### src/rtfc_pkg.sv
// Package of constants and types for the remap table fault checker
package rtfc_pkg;

  // Register byte offsets on the Avalon-MM slave
  localparam logic [4:0] RTFC_OFF_CTRL   = 5'h00;
  localparam logic [4:0] RTFC_OFF_STATUS = 5'h04;
  localparam logic [4:0] RTFC_OFF_MASK   = 5'h08;
  localparam logic [4:0] RTFC_OFF_LAST   = 5'h0C;
  localparam logic [4:0] RTFC_OFF_CAP    = 5'h10;
  localparam logic [4:0] RTFC_OFF_COUNT  = 5'h14;

  // Control register: table_mode_field in bits 1:0
  localparam int         RTFC_CTRL_MODE_LSB = 0;
  localparam logic [1:0] RTFC_CTRL_RESET    = 2'h0;

  // Table mode encodings
  localparam logic [1:0] RTFC_MODE_LEGACY   = 2'h0;
  localparam logic [1:0] RTFC_MODE_SCALABLE = 2'h1;
  localparam logic [1:0] RTFC_MODE_BAD_10   = 2'h2;
  localparam logic [1:0] RTFC_MODE_BAD_11   = 2'h3;

  // Status and mask bit positions
  localparam int RTFC_ST_FAULT = 0;
  localparam int RTFC_ST_NONQ  = 1;
  localparam int RTFC_ST_QUAL  = 2;
  localparam int RTFC_ST_MODE  = 3;
  localparam int RTFC_ST_W     = 4;
  localparam logic [3:0] RTFC_MASK_RESET = 4'h0;

  // Last-fault register field positions
  localparam int RTFC_LAST_QUAL_BIT = 8;
  localparam int RTFC_LAST_RSP_LSB  = 9;
  localparam int RTFC_LAST_KIND_LSB = 12;

  // Fault reason codes
  localparam logic [7:0] RTFC_RSN_NONE      = 8'h00;
  localparam logic [7:0] RTFC_RSN_BAD_MODE  = 8'h30;
  localparam logic [7:0] RTFC_RSN_LEG_PASID = 8'h31;
  localparam logic [7:0] RTFC_RSN_LEG_PAGE  = 8'h32;
  localparam logic [7:0] RTFC_RSN_ROOT_ERR  = 8'h38;
  localparam logic [7:0] RTFC_RSN_ROOT_NP   = 8'h39;
  localparam logic [7:0] RTFC_RSN_ROOT_RSV  = 8'h3A;
  localparam logic [7:0] RTFC_RSN_CTX_ERR   = 8'h40;
  localparam logic [7:0] RTFC_RSN_CTX_NP    = 8'h41;
  localparam logic [7:0] RTFC_RSN_CTX_RSV   = 8'h42;
  localparam logic [7:0] RTFC_RSN_CTX_CONF  = 8'h43;

  // Request kinds arriving from the device side
  typedef enum logic [1:0] {
    RQ_UNTRANS,
    RQ_TRANSLATION,
    RQ_TRANSLATED,
    RQ_PAGE
  } rtfc_req_t;

  // Response pattern of a detected fault
  typedef enum logic [1:0] {
    FC_NONE,
    FC_STD,
    FC_ALL_UR,
    FC_LEGACY
  } rtfc_class_t;

  // Response chosen for a request
  typedef enum logic [2:0] {
    RSP_PASS,
    RSP_UR,
    RSP_CA,
    RSP_IR,
    RSP_DROP
  } rtfc_rsp_t;

endpackage

### src/rtfc_sel_if.sv
// Interface between the fault checker and its response selector
`timescale 1ns/10ps
interface rtfc_sel_if;
  import rtfc_pkg::*;
  rtfc_req_t   kind;
  logic        needs_resp;
  rtfc_class_t fclass;
  rtfc_rsp_t   rsp;

  modport chk (output kind, output needs_resp, output fclass, input rsp);
  modport sel (input kind, input needs_resp, input fclass, output rsp);
endinterface

### src/rtfc_top.sv
// Remap table fault checker: mode, root and context entry checks
`timescale 1ns/10ps
module rtfc_top #(
  parameter bit SCALABLE_MODE_SUPPORTED = 1'b1,
  parameter int COUNT_W                 = 16
) (
  input  wire logic                core_clk_in,
  input  wire logic                rst_in,
  // Avalon-MM slave
  input  wire logic [4:0]          avs_address_in,
  input  wire logic                avs_read_in,
  input  wire logic                avs_write_in,
  input  wire logic [31:0]         avs_writedata_in,
  input  wire logic [3:0]          avs_byteenable_in,
  output logic      [31:0]         avs_readdata_out,
  output logic                     avs_waitrequest_out,
  // Request and fetched table state
  input  wire logic                req_valid_in,
  input  rtfc_pkg::rtfc_req_t      req_kind_in,
  input  wire logic                req_pasid_in,
  input  wire logic                req_needs_resp_in,
  input  wire logic                root_fetch_err_in,
  input  wire logic                use_upper_half_in,
  input  wire logic                lower_half_present_in,
  input  wire logic                upper_half_present_in,
  input  wire logic                lower_half_rsvd_nz_in,
  input  wire logic                upper_half_rsvd_nz_in,
  input  wire logic                ctx_fetch_err_in,
  input  wire logic                ctx_present_in,
  input  wire logic                ctx_rsvd_nz_in,
  input  wire logic                device_tlb_enable_in,
  input  wire logic                page_req_enable_in,
  // Verdict
  output logic                     rsp_valid_out,
  output rtfc_pkg::rtfc_rsp_t      rsp_code_out,
  output logic                     fault_out,
  output logic [7:0]               fault_reason_out,
  output logic                     fault_qualified_out,
  output logic                     irq_out
);
  import rtfc_pkg::*;

  localparam logic [COUNT_W-1:0] CNT_MAX  = {COUNT_W{1'b1}};
  localparam logic [COUNT_W-1:0] CNT_ZERO = '0;
  localparam logic [COUNT_W-1:0] CNT_ONE  = {{(COUNT_W-1){1'b0}}, 1'b1};

  // Software state
  logic [1:0]             table_mode_field;
  logic [RTFC_ST_W-1:0]   status;
  logic [RTFC_ST_W-1:0]   mask;
  logic [COUNT_W-1:0]     fault_count;
  logic [7:0]             last_reason;
  logic                   last_qual;
  rtfc_rsp_t              last_rsp;
  rtfc_req_t              last_kind;

  // Checker verdict for the current request
  logic                   next_fault;
  logic [7:0]             next_reason;
  logic                   next_qual;
  logic                   next_mode_fault;
  rtfc_class_t            next_class;
  logic [RTFC_ST_W-1:0]   next_status;
  logic [RTFC_ST_W-1:0]   set_bits;
  logic                   root_sel_present;
  logic                   root_rsvd_hit;
  logic                   pasid_dma;

  // Bus decode
  logic                   bus_access;
  logic                   bus_write;
  logic                   bus_read;
  logic                   status_read;
  logic [31:0]            next_readdata;

  rtfc_sel_if sel_if ();

  rtfc_resp_sel u_resp_sel (
    .sel_if (sel_if.sel)
  );

  assign sel_if.kind       = req_kind_in;
  assign sel_if.needs_resp = req_needs_resp_in;
  assign sel_if.fclass     = next_class;

  // Root-entry and legacy PASID helper terms
  assign root_sel_present = use_upper_half_in ? upper_half_present_in
                                              : lower_half_present_in;
  assign root_rsvd_hit    = (lower_half_present_in && lower_half_rsvd_nz_in) ||
                            (upper_half_present_in && upper_half_rsvd_nz_in);
  assign pasid_dma        = req_pasid_in &&
                            ((req_kind_in == RQ_UNTRANS) || (req_kind_in == RQ_TRANSLATION));

  // Fault priority follows the table walk; first hit wins
  always_comb
  begin
    next_fault      = 1'b1;
    next_reason     = RTFC_RSN_NONE;
    next_qual       = 1'b0;
    next_mode_fault = 1'b0;
    next_class      = FC_STD;
    if (table_mode_field == RTFC_MODE_BAD_11)
    begin
      next_reason     = RTFC_RSN_BAD_MODE;
      next_mode_fault = 1'b1;
    end
    else if (table_mode_field == RTFC_MODE_BAD_10)
    begin
      next_reason     = RTFC_RSN_BAD_MODE;
      next_mode_fault = 1'b1;
    end
    else if ((table_mode_field == RTFC_MODE_SCALABLE) && !SCALABLE_MODE_SUPPORTED)
    begin
      next_reason     = RTFC_RSN_BAD_MODE;
      next_mode_fault = 1'b1;
    end
    else if (table_mode_field == RTFC_MODE_LEGACY)
    begin
      // Legacy walk checks live elsewhere; only PASID and page use is caught
      next_class = FC_LEGACY;
      if (req_kind_in == RQ_PAGE)
      begin
        next_reason = RTFC_RSN_LEG_PAGE;
      end
      else if (pasid_dma)
      begin
        next_reason = RTFC_RSN_LEG_PASID;
      end
      else
      begin
        next_fault = 1'b0;
        next_class = FC_NONE;
      end
    end
    else if (root_fetch_err_in)
    begin
      next_reason = RTFC_RSN_ROOT_ERR;
    end
    else if (!root_sel_present)
    begin
      next_reason = RTFC_RSN_ROOT_NP;
      next_class  = FC_ALL_UR;
    end
    else if (root_rsvd_hit)
    begin
      next_reason = RTFC_RSN_ROOT_RSV;
    end
    else if (ctx_fetch_err_in)
    begin
      next_reason = RTFC_RSN_CTX_ERR;
    end
    else if (!ctx_present_in)
    begin
      next_reason = RTFC_RSN_CTX_NP;
      next_qual   = 1'b1;
      next_class  = FC_ALL_UR;
    end
    else if (ctx_rsvd_nz_in)
    begin
      next_reason = RTFC_RSN_CTX_RSV;
      next_qual   = 1'b1;
    end
    else if (!device_tlb_enable_in && page_req_enable_in)
    begin
      next_reason = RTFC_RSN_CTX_CONF;
      next_qual   = 1'b1;
    end
    else
    begin
      next_fault = 1'b0;
      next_class = FC_NONE;
    end
  end

  // Verdict registered one cycle after the request
  always_ff @(posedge core_clk_in)
  begin
    if (rst_in)
    begin
      rsp_valid_out       <= 1'b0;
      rsp_code_out        <= RSP_PASS;
      fault_out           <= 1'b0;
      fault_reason_out    <= RTFC_RSN_NONE;
      fault_qualified_out <= 1'b0;
    end
    else
    begin
      rsp_valid_out <= req_valid_in;
      if (req_valid_in)
      begin
        rsp_code_out        <= sel_if.rsp;
        fault_out           <= next_fault;
        fault_reason_out    <= next_reason;
        fault_qualified_out <= next_qual;
      end
      else
      begin
        fault_out <= 1'b0;
      end
    end
  end

  // Last fault snapshot for software
  always_ff @(posedge core_clk_in)
  begin
    if (rst_in)
    begin
      last_reason <= RTFC_RSN_NONE;
      last_qual   <= 1'b0;
      last_rsp    <= RSP_PASS;
      last_kind   <= RQ_UNTRANS;
    end
    else if (req_valid_in && next_fault)
    begin
      last_reason <= next_reason;
      last_qual   <= next_qual;
      last_rsp    <= sel_if.rsp;
      last_kind   <= req_kind_in;
    end
  end

  // Saturating fault counter; a stuck source cannot wrap it back to zero
  always_ff @(posedge core_clk_in)
  begin
    if (rst_in)
    begin
      fault_count <= CNT_ZERO;
    end
    else if (req_valid_in && next_fault && (fault_count != CNT_MAX))
    begin
      fault_count <= fault_count + CNT_ONE;
    end
    else if (bus_write && (avs_address_in == RTFC_OFF_COUNT))
    begin
      fault_count <= CNT_ZERO;
    end
  end

  // Bus strobes; reads load on the request edge, writes land on the ack edge
  assign bus_access  = (avs_read_in || avs_write_in) && avs_waitrequest_out;
  assign bus_write   = avs_write_in && !avs_waitrequest_out;
  assign bus_read    = avs_read_in && avs_waitrequest_out;
  assign status_read = bus_read && (avs_address_in == RTFC_OFF_STATUS);

  // Sticky events; a new event beats the clear-on-read
  assign set_bits[RTFC_ST_FAULT] = req_valid_in && next_fault;
  assign set_bits[RTFC_ST_NONQ]  = req_valid_in && next_fault && !next_qual;
  assign set_bits[RTFC_ST_QUAL]  = req_valid_in && next_fault && next_qual;
  assign set_bits[RTFC_ST_MODE]  = req_valid_in && next_mode_fault;
  assign next_status = (status_read ? '0 : status) | set_bits;

  always_ff @(posedge core_clk_in)
  begin
    if (rst_in)
    begin
      status <= '0;
    end
    else
    begin
      status <= next_status;
    end
  end

  // Level interrupt from unmasked sticky bits
  always_ff @(posedge core_clk_in)
  begin
    if (rst_in)
    begin
      irq_out <= 1'b0;
    end
    else
    begin
      irq_out <= |(next_status & mask);
    end
  end

  // Writable control and mask; only byte lane 0 carries fields
  always_ff @(posedge core_clk_in)
  begin
    if (rst_in)
    begin
      table_mode_field <= RTFC_CTRL_RESET;
      mask             <= RTFC_MASK_RESET;
    end
    else if (bus_write && avs_byteenable_in[0])
    begin
      if (avs_address_in == RTFC_OFF_CTRL)
      begin
        table_mode_field <= avs_writedata_in[RTFC_CTRL_MODE_LSB +: 2];
      end
      if (avs_address_in == RTFC_OFF_MASK)
      begin
        mask <= avs_writedata_in[RTFC_ST_W-1:0];
      end
    end
  end

  // Read mux; unmapped offsets read as zero
  always_comb
  begin
    next_readdata = 32'h0000_0000;
    case (avs_address_in)
      RTFC_OFF_CTRL:
        next_readdata[RTFC_CTRL_MODE_LSB +: 2] = table_mode_field;
      RTFC_OFF_STATUS:
        next_readdata[RTFC_ST_W-1:0] = status;
      RTFC_OFF_MASK:
        next_readdata[RTFC_ST_W-1:0] = mask;
      RTFC_OFF_LAST:
      begin
        next_readdata[7:0]                    = last_reason;
        next_readdata[RTFC_LAST_QUAL_BIT]     = last_qual;
        next_readdata[RTFC_LAST_RSP_LSB +: 3] = last_rsp;
        next_readdata[RTFC_LAST_KIND_LSB +: 2] = last_kind;
      end
      RTFC_OFF_CAP:
        next_readdata[0] = SCALABLE_MODE_SUPPORTED;
      RTFC_OFF_COUNT:
        next_readdata[COUNT_W-1:0] = fault_count;
      default:
        next_readdata = 32'h0000_0000;
    endcase
  end

  // One wait state per access; readdata loads with the ack
  always_ff @(posedge core_clk_in)
  begin
    if (rst_in)
    begin
      avs_waitrequest_out <= 1'b1;
      avs_readdata_out    <= 32'h0000_0000;
    end
    else
    begin
      avs_waitrequest_out <= !bus_access;
      if (bus_read)
      begin
        avs_readdata_out <= next_readdata;
      end
    end
  end

endmodule

### src/rtfc_resp_sel.sv
// Response selector: fault class and request kind to response
`timescale 1ns/10ps
module rtfc_resp_sel (
  rtfc_sel_if.sel sel_if
);
  import rtfc_pkg::*;

  // Page requests share one answer for every fault class
  always_comb
  begin
    sel_if.rsp = RSP_PASS;
    if (sel_if.fclass != FC_NONE)
    begin
      case (sel_if.kind)
        RQ_PAGE:
          sel_if.rsp = sel_if.needs_resp ? RSP_IR : RSP_DROP;
        RQ_TRANSLATION:
          sel_if.rsp = (sel_if.fclass == FC_STD) ? RSP_CA : RSP_UR;
        RQ_UNTRANS,
        RQ_TRANSLATED:
          sel_if.rsp = RSP_UR;
        default:
          sel_if.rsp = RSP_UR;
      endcase
    end
  end

endmodule

### config.mk
export PLATFORM = sky130hd
export DESIGN_NAME = rtfc_top
export DESIGN_NICKNAME = d
export VERILOG_FILES = /design/src/rtfc_pkg.sv /design/src/rtfc_sel_if.sv /design/src/rtfc_top.sv /design/src/rtfc_resp_sel.sv
export SDC_FILE = /design/constraint.sdc
export NUM_CORES = 1
export LEC_CHECK = 0
export BUFFER_PORTS_ARGS = -buffer_cell sky130_fd_sc_hd__buf_4
export CAP_MARGIN = 30
export CORE_MARGIN = 2
export CORE_UTILIZATION = 42
export CTS_BUF_LIST = sky130_fd_sc_hd__clkbuf_8
export CTS_CLUSTER_DIAMETER = 30
export DETAILED_ROUTE_END_ITERATION = 6
export PLACE_DENSITY_LB_ADDON = 0.3
export REMOVE_ABC_BUFFERS = 1
export SLEW_MARGIN = 40
export SYNTH_ARGS = -nofsm -noshare
export SYNTH_HDL_FRONTEND = slang
export SYNTH_HIERARCHICAL = 1
export SYNTH_SLANG_ARGS = --single-unit
### constraint.sdc
create_clock -name core_clk_in -period 3.6 [get_ports core_clk_in]
set_input_delay 0.72 -clock core_clk_in [delete_from_list [all_inputs] [get_ports core_clk_in]]
set_output_delay 0.72 -clock core_clk_in [all_outputs]
set_load 0.05 [all_outputs]
After elaboration in Yosys (flattened, before gate mapping)
Index checks and enable logic that the tools add are counted.
Widths: inputs -> output; s select.
{ "word_totals": {"ff_bits": 72, "inputBits": 61, "out_inout_bits": 48, "elab_cells": 122} }
{ "classes": {"addsub": 1, "n_eq_ne": 12, "muxes": 58, "bitwise": 3, "reduce_logical": 32} }
{ "ops": {"columns": ["op", "n"], "rows": [
  ["$mux 7", 7],
  ["$mux 16", 2],
  ["$mux 1", 24],
  ["$mux 2", 12],
  ["$mux 8", 3],
  ["$pmux 10 s2", 1],
  ["$add 16x1->16 const B", 1],
  ["$ne 16x16->1 const B", 1],
  ["$logic_and 1x1->1", 15],
  ["$mux 6", 2],
  ["$eq 5x4->1 const B", 2],
  ["$eq 5x5->1 const B", 2],
  ["$pmux 3 s3", 1],
  ["$eq 2x2->1 const B", 4],
  ["$pmux 2 s4", 1],
  ["$mux 3", 2],
  ["$pmux 1 s6", 1],
  ["$eq 5x3->1 const B", 1],
  ["$logic_not 5->1", 1],
  ["$pmux 1 s5", 1],
  ["$and 4x4->4", 1],
  ["$eq 2x1->1 const B", 2],
  ["$logic_not 1->1", 4],
  ["$logic_not 2->1", 2],
  ["other kinds (8)", 13]
]} }

Logic depth before layout (Yosys ltp)
Gate-level depths: netlist of run 1.
{ "depth": {"word_depth": 17, "ltp_mapped": 10, "depth_no_buf": 9} }

Cells and area by module
The synthesis of run 1 kept the hierarchy.
{ "by_module_without_submodules": {"columns": ["mod", "n_inst", "cells_per_inst", "area_each_um2", "seq_area_each_um2"], "rows": [
  ["rtfc_top", 1, 373, 3254.4, 1321.3],
  ["rtfc_resp_sel", 1, 8, 55.1, 0.0]
]} }

Worst setup path after synthesis of run 1
OpenSTA, ideal clock, no wires.
{ "synth_timing": {"kind": "input port to flip-flop", "start": "in avs_address_in[3]", "end": "reg fault_count[8]", "arrival_ps": 2184, "t_required_ps": 3478, "path_slack_ps": 1294, "path_stages": 8, "n_path_buf": 3, "path_cell_list": "buf_2 and2b_1 and3_1 clkbuf_2 nand3b_1 o211a_2 buf_6 a221o_1"} }
{ "synth_between": {"elab_chain_len": 3} }
{ "synth_rtl": {"columns": ["item", "line_no", "rtl"], "rows": [
  ["start, declared", "rtfc_top.sv:10", "input wire logic [4:0] avs_address_in,"],
  ["$eq 5x5->1", "rtfc_top.sv:233", "else if (bus_write && (avs_address_in == RTFC_OFF_COUNT))"],
  ["$logic_and 1x1->1", "rtfc_top.sv:233", null],
  ["$reduce_bool 2->1 (no line)", null, null],
  ["end signal, assigned", "rtfc_top.sv:231", "fault_count <= fault_count + CNT_ONE;"],
  ["end, declared", "rtfc_top.sv:51", "logic [COUNT_W-1:0] fault_count;"]
]} }
No other way between the ends.
A chain may end at the register's enable or synchronous reset.

Worst setup path in the final report of run 1
{ "layout_timing": {"start": "in use_upper_half_in", "end": "reg fault_count[0]"} }
{ "layout_between": {"elab_chain_len": 9, "word_cells_on_any_way": 10, "cone_classes": "mux (7); reduce/logical (3)"} }
{ "layout_rtl": {"columns": ["item", "line_no", "rtl"], "rows": [
  ["start, declared", "rtfc_top.sv:23", "input wire logic use_upper_half_in,"],
  ["$mux 1 *", "rtfc_top.sv:87", "assign root_sel_present = use_upper_half_in ? upper_half_present_in"],
  ["$mux 1 *", "rtfc_top.sv:139", "else if (!root_sel_present)"],
  ["$mux 1 *", "rtfc_top.sv:135", "else if (root_fetch_err_in)"],
  ["$mux 1 *", "rtfc_top.sv:117", "else if (table_mode_field == RTFC_MODE_LEGACY)"],
  ["$mux 1 *", "rtfc_top.sv:107", "else if (table_mode_field == RTFC_MODE_BAD_10)"],
  ["$mux 1 *", "rtfc_top.sv:102", "if (table_mode_field == RTFC_MODE_BAD_11)"],
  ["$logic_and 1x1->1 * (2 in a row)", "rtfc_top.sv:229", "else if (req_valid_in && next_fault && (fault_count != CNT_MAX))"],
  ["$mux 16 / $reduce_bool 2->1 (equally long branches)", null, null]
]} }
Every way passes the cells marked *; elsewhere a longest branch is shown, timed or not.

==> impl_metrics.csv, run 1 <==
group,metric,value,unit
place,dp_hpwl,5.47,mm
min_path,hold_depth,2,
sta,worst-slew-pin-transition,0.780,ns
yosys,synth_cells,381,
sta,clock_skew,0.0128,ns
pwr,leakagePower,1.63,nW
detailed_routing,via_per_inst,5.42,
yosys,seq_area_frac_synth,39.9,%
critical_path,r2r_cells,5,
pwr,powerDensity,440,nW/um^2
cts,cts_buffers,9,
yosys,synth.cell_area,3310,sq um
critical_path,crit_path_end_kind,"flop",
yosys,ys_ff_latch,66,
cts,cts_tree,"done",
die,dieArea,8610,sq um
cts,h-tree-depth,3,
critical_path,path_class,"in -> reg",
yosys,synthTopCellsByArea,"dfxtp_1 (40%), nor2_1 (5.3%), mux2i_1 (5.1%)",
final_layout,multiInputGateArea,1770,sq um
cts,clkSinkCount,66,
sta,fin_setup_tns,0,ns
global_routing,grt_antenna_before_repair,0,
die,start_util,43.1,%
yosys,yosysTopAreaCellShare,39.9,%
detailed_routing,drc,0,
final_layout,fill_cells,762,
sta,fmax,415,MHz
final_layout,fin_cells,538,
yosys,synth_top_area_cell,"dfxtp_1",
global_routing,track_usage,19.1,%
cts,cts_setup_buffers,0,
final_layout,num_antenna_cells,0,
global_routing,grt_pass1_wl,13.0,mm
sta,hold_viol,0,
flow_run,max_cap_violations,0,
cts,cts_resized,0,
final_layout,fin_nets,493,
detailed_routing,drt_iter0_drc,172,
sta,rsz0062_at_grt,"false",
critical_path,worstPathRequired,3.89,ns
sta,post-route-min-period,2.41,ns
yosys,postSynth.asyncResetShare,0,%
sta,fin_crit_sh,66.9,%
die,dieWidth,92.8,um
critical_path,worst_ep_arrival_time,2.70,ns
final_layout,layout.area.seq,1320,sq um
final_layout,area_delta_synth_final,19.1,%
global_routing,grt_pass1_vias,2671,
critical_path,path_max_fanout,19,
place,place_inst,522,
final_layout,drive_gt1_share,21.1,%
pwr,peakVddDrop,0.207,mV
die,core.rowCount,32,
cts,holdBufCountCts,0,
yosys,synth.avg_cell_area,8.69,sq um
sta,finalSetupViolations,0,
place,globalplace.congestion,0.950,
min_path,worstHoldPathType,"reg -> reg",
cts,clk_latency,0.35,ns
final_layout,final_common_cell,"dfxtp_1",
cts,clockBufferDepth,2,
sta,finalMaxSlewViolations,0,
die,coreArea,7690,sq um
global_routing,grt_start_max_net_pins,46,
global_routing,grt.overflow.total,0,
detailed_routing,finalWirelength,7.88,mm
detailed_routing,vias,2915,
place,place.port_buffers,59,
die,io_pins,109,
status,status,"finished clean",
yosys,ys.flop_type,"dfxtp_1",
yosys,synth_edf_count,0,
detailed_routing,first_pass_iters,4,
die,die_h,92.8,um
detailed_routing,post_drt_wl_per_cell,14.6,um
detailed_routing,antenna_left,0,
cts,cts_root_buf,"clkbuf_8",
final_layout,final_cell_mix,"dfxtp_1 (66), buf_4 (62), nor2_1 (47)",
yosys,ys_types,64,
critical_path,startpoint_type,"input port",
sta,slew-limit-headroom,47.8,%
yosys,yosysWarnings,6,
cts,path_clk_slew,0.07,ns
## final timing paths
path / endpoint / slack (ns) / from
min: avs_readdata_out[0]$_SDFFE_PP0P_ / 0.46 / avs_readdata_out[0]$_SDFFE_PP0P_
max: fault_count[0]$_SDFFE_PP0P_ / 1.19 / use_upper_half_in
min reg2reg: avs_readdata_out[0]$_SDFFE_PP0P_ / 0.46 / avs_readdata_out[0]$_SDFFE_PP0P_
max reg2reg: fault_count[0]$_SDFFE_PP0P_ / 1.25 / table_mode_field[0]$_SDFFE_PP0P_
## synth_stat cells, drive strengths merged (2+ instances only)
cell / n
nand3: 15
a221oi: 10
a22oi: 3
nand3b: 2
nor3b: 3
and3: 5
a22o: 5
a21oi: 22
nand4: 2
inv: 7
nor4: 5
xor2: 2
nor2b: 6
dfxtp: 66
and2b: 2
mux2: 3
a21boi: 2
and2: 8
a221o: 9
a32o: 2
a31oi: 4
buf: 30
nor3: 19
a211o: 2
nor2: 47
a2bb2oi: 2
or4b: 3
clkbuf: 10
o21a: 3
o21ai: 13
nand2: 29
o211ai: 2
mux2i: 17
## metrics by stage
| step | util (%) | power, mW | instance area (sq um) | setup slack [ns] | hold WS [ns] |
|---|---|---|---|---|---|
| final | 51.3 | 1.73 | 3940 | 1.19 | 0.458 |
| after global routing | 51.3 | 1.80 | 3940 | 1.02 | 0.468 |
| after CTS | 51.3 | 1.74 | 3940 | 1.21 | 0.459 |
| after detailed placement | 48.3 | 1.04 | 3710 | 0.834 | 0.450 |
| after global placement | 48.3 | 1.03 | 3710 | 0.856 | 0.446 |
| after floorplan | - | 0.947 | 3120 | 1.05 | 0.427 |
## cell type report
type,instances,area share [%]
clock buffers,10,3.49
repair buffers,62,11.8
inverters,7,0.667
multi-input cells,285,45.0
well taps,102,3.24
clock inverters,6,2.29
flip-flops and latches,66,33.5
## state kept, by name, summed over array words and instances, names as in the netlist
signal               count
fault_out                1
last_qual                1
last_kind                2
status                   4
last_rsp                 3
avs_waitrequest_out      1
avs_readdata_out        16
rsp_valid_out            1
fault_reason_out         5
fault_qualified_out      1
irq_out                  1
fault_count             16
mask                     4
last_reason              5
rsp_code_out             3
table_mode_field         2
## power by group
part           total, mW  switching, mW  internal, mW
combinational      0.255          0.177        0.0783
clock              0.713          0.303         0.410
sequential         0.766         0.0146         0.751
## cells by family after synthesis
logic type | share of synthesized area, %
muxes | 6.84
DFF | 39.9
xor gates and xnor gates | 0.529
and+or+nand+nor | 23.9
AOI/OAI and AO/OA | 19.8
adders and majority gates | 0.378
buffers and inverters | 8.47
other | 0.113
## per-layer routing
layer / vias to the layer above / GRT usage, % / wire length, um
li1: 1462 / - / -
met1: 1367 / 25.8 / 3730
met2: 82 / 29.8 / 3650
met3: 4 / 4.15 / 436
met4: 0 / 7.48 / 56
met5: - / 0 / 0
## critical path, stage by stage
cell and delay [ns]:
buf_4 0.11, mux2i_1 0.21, or3_4 0.45, o21ai_4 0.51, o211a_2 0.48, mux2_2 0.22
Power figures use the tool's default switching activity.
==> run 2, diff against run 1 <==
clock period = 2.4 ns   (was 3.6 ns; I/O delays follow)
==> run 2 against run 1 <==
The flow now finishes with violations (design-rule violations). Final cell count up 2.8%. Worst setup slack got worse by 0.91 ns. Highest routed layer unchanged. Combinational power rose by 59%. Global-route usage is 0.80 points higher. Clock power increased by 36%. First-iteration DRC count grew 15%.
==> impl_metrics.csv, run 2 (synthesis gave the netlist of run 1 again) <==
group,metric,value,unit
detailed_routing,post_drt_wl_per_cell,14.9,um
critical_path,worstPathRequired,2.68,ns
global_routing,grt.overflow.total,0,
critical_path,cp_cell_sequence,"nor2_1, a21oi_2, o21ai_4, buf_4, or4b_2, a31oi_1",
cts,cts_root_buf,"clkbuf_8",
cts,cts_setup_buffers,0,
pwr,leakagePower,1.69,nW
pwr,internal-power,1.75,mW
die,io_pins,109,
final_layout,area_delta_synth_final,21.7,%
cts,cts_buffers,9,
cts,holdBufCountCts,0,
cts,clockBufferDepth,2,
final_layout,final_cell_mix,"buf_4 (77), dfxtp_1 (66), nor2_1 (47)",
cts,path_clk_slew,0.08,ns
die,coreArea,7690,sq um
final_layout,final_common_cell,"buf_4",
place,dp_hpwl,5.89,mm
pwr,p_seq_share,45.5,%
detailed_routing,finalWirelength,8.26,mm
pwr,share_comb_of_total_power,16.1,%
final_layout,drive_gt1_share,23.7,%
sta,slew-limit-headroom,60.1,%
pwr,powerDensity,626,nW/um^2
final_layout,fin_cells,553,
die,start_util,43.1,%
global_routing,grt_pass1_wl,13.8,mm
die,core.rowCount,32,
critical_path,crit_path_end_kind,"flop",
detailed_routing,via_per_inst,5.46,
place,globalplace.congestion,0.893,
pwr,swShare,30.7,%
sta,finalSetupViolations,0,
status,violations,"design-rule violations",
pwr,p_clk_share,38.4,%
global_routing,track_usage,19.9,%
die,dieArea,8610,sq um
sta,clock_skew,0.00909,ns
final_layout,num_antenna_cells,0,
cts,clk_latency,0.36,ns
critical_path,path_max_fanout,9,
sta,hold_viol,0,
global_routing,grt_pass1_vias,2889,
final_layout,biggestRegsByFlops,"avs_readdata_out x16, fault_count x16",
place,place_inst,537,
cts,cts_resized,0,
detailed_routing,vias,3022,
critical_path,startpoint_type,"flop",
sta,holdWs,0.336,ns
die,dieWidth,92.8,um
status,status,"finished, violations left",
detailed_routing,drc,2,
sta,fin_crit_sh,88.1,%
sta,fmax,473,MHz
detailed_routing,first_pass_iters,7,
critical_path,slowest_stage,"or4b_2",
sta,worst-slew-pin-transition,0.597,ns
sta,finalMaxSlewViolations,0,
pwr,switchingPower,0.772,mW
global_routing,grt_start_max_net_pins,45,
place,place.port_buffers,59,
flow_run,max_cap_violations,0,
cts,clkSinkCount,66,
final_layout,fin_nets,508,
pwr,peakVddDrop,0.294,mV
global_routing,grt_antenna_before_repair,0,
cts,cts_tree,"done",
critical_path,worst_ep_arrival_time,2.40,ns
die,die_h,92.8,um
sta,rsz0062_at_grt,"false",
critical_path,slowest_delay,0.64,ns
detailed_routing,drt_iter0_drc,198,
sta,post-route-min-period,2.11,ns
critical_path,path_class,"reg -> reg",
detailed_routing,antenna_left,0,
min_path,worstHoldPathType,"in -> reg",
cts,h-tree-depth,3,
sta,fin_setup_tns,0,ns
## run 2: cell types whose count changed in the layout (fill, tap and decap cells not counted)
cell	change
clkbuf_8	-1
inv_6	+2
bufinv_16	-1
buf_4	+15
## run 2: path summary, 6_finish.rpt
kind,startpoint,cells after the start,end,slack [ns]
worst min register to register,avs_readdata_out[15]$_SDFFE_PP0P_,2,avs_readdata_out[15]$_SDFFE_PP0P_,0.46
worst max-delay path,table_mode_field[0]$_SDFFE_PP0P_,6,fault_count[9]$_SDFFE_PP0P_,0.29
worst min-delay path,avs_write_in,2,avs_waitrequest_out$_SDFF_PP1_,0.34
worst max register to register,table_mode_field[0]$_SDFFE_PP0P_,6,fault_count[9]$_SDFFE_PP0P_,0.29
## run 2: routing by layer
metal	track usage, %	routed length [um]	up-vias
met5	0	0	-
met4	7.84	131	0
met3	4.31	470	15
met2	31.8	3890	100
met1	26.2	3780	1423
li1	-	-	1484
## run 2: final cells by class
| type | instances | area, sq um |
|---|---|---|
| Clock inverter | 7 | 77.6 |
| Clock buffer | 9 | 124 |
| Inverter | 7 | 26.3 |
| Tap cell | 102 | 128 |
| Sequential cell | 66 | 1320 |
| Timing Repair Buffer | 77 | 578 |
| Fill cell | 727 | 3660 |
| Multi-Input combinational cell | 285 | 1770 |
## run 2: power groups by stage
stage	combinational, mW	clock, mW	sequential (mW)
after floorplan	0.181	0	1.24
after global placement	0.401	0	1.17
after detailed placement	0.405	0	1.17
after CTS	0.406	0.988	1.15
after global routing	0.435	1.03	1.15
final	0.406	0.967	1.15
## run 2: critical path: cells and delay by family (launching register included)
| family | cells | cell delay, ns |
|---|---|---|
| and+or+nand+nor | 2 | 0.76 |
| AOI/OAI and AO/OA | 3 | 0.56 |
| DFF | 1 | 0.55 |
| buffers and inverters | 1 | 0.17 |
## run 2: stage by stage
step / setup slack [ns] / power, mW / util (%) / area (sq um)
after floorplan: 0.0889 / 1.42 / - / 3120
after global placement: 0.171 / 1.57 / 49.8 / 3820
after detailed placement: 0.157 / 1.58 / 49.8 / 3820
after CTS: 0.316 / 2.54 / 52.4 / 4030
after global routing: 0.134 / 2.61 / 52.4 / 4030
final: 0.286 / 2.52 / 52.4 / 4030
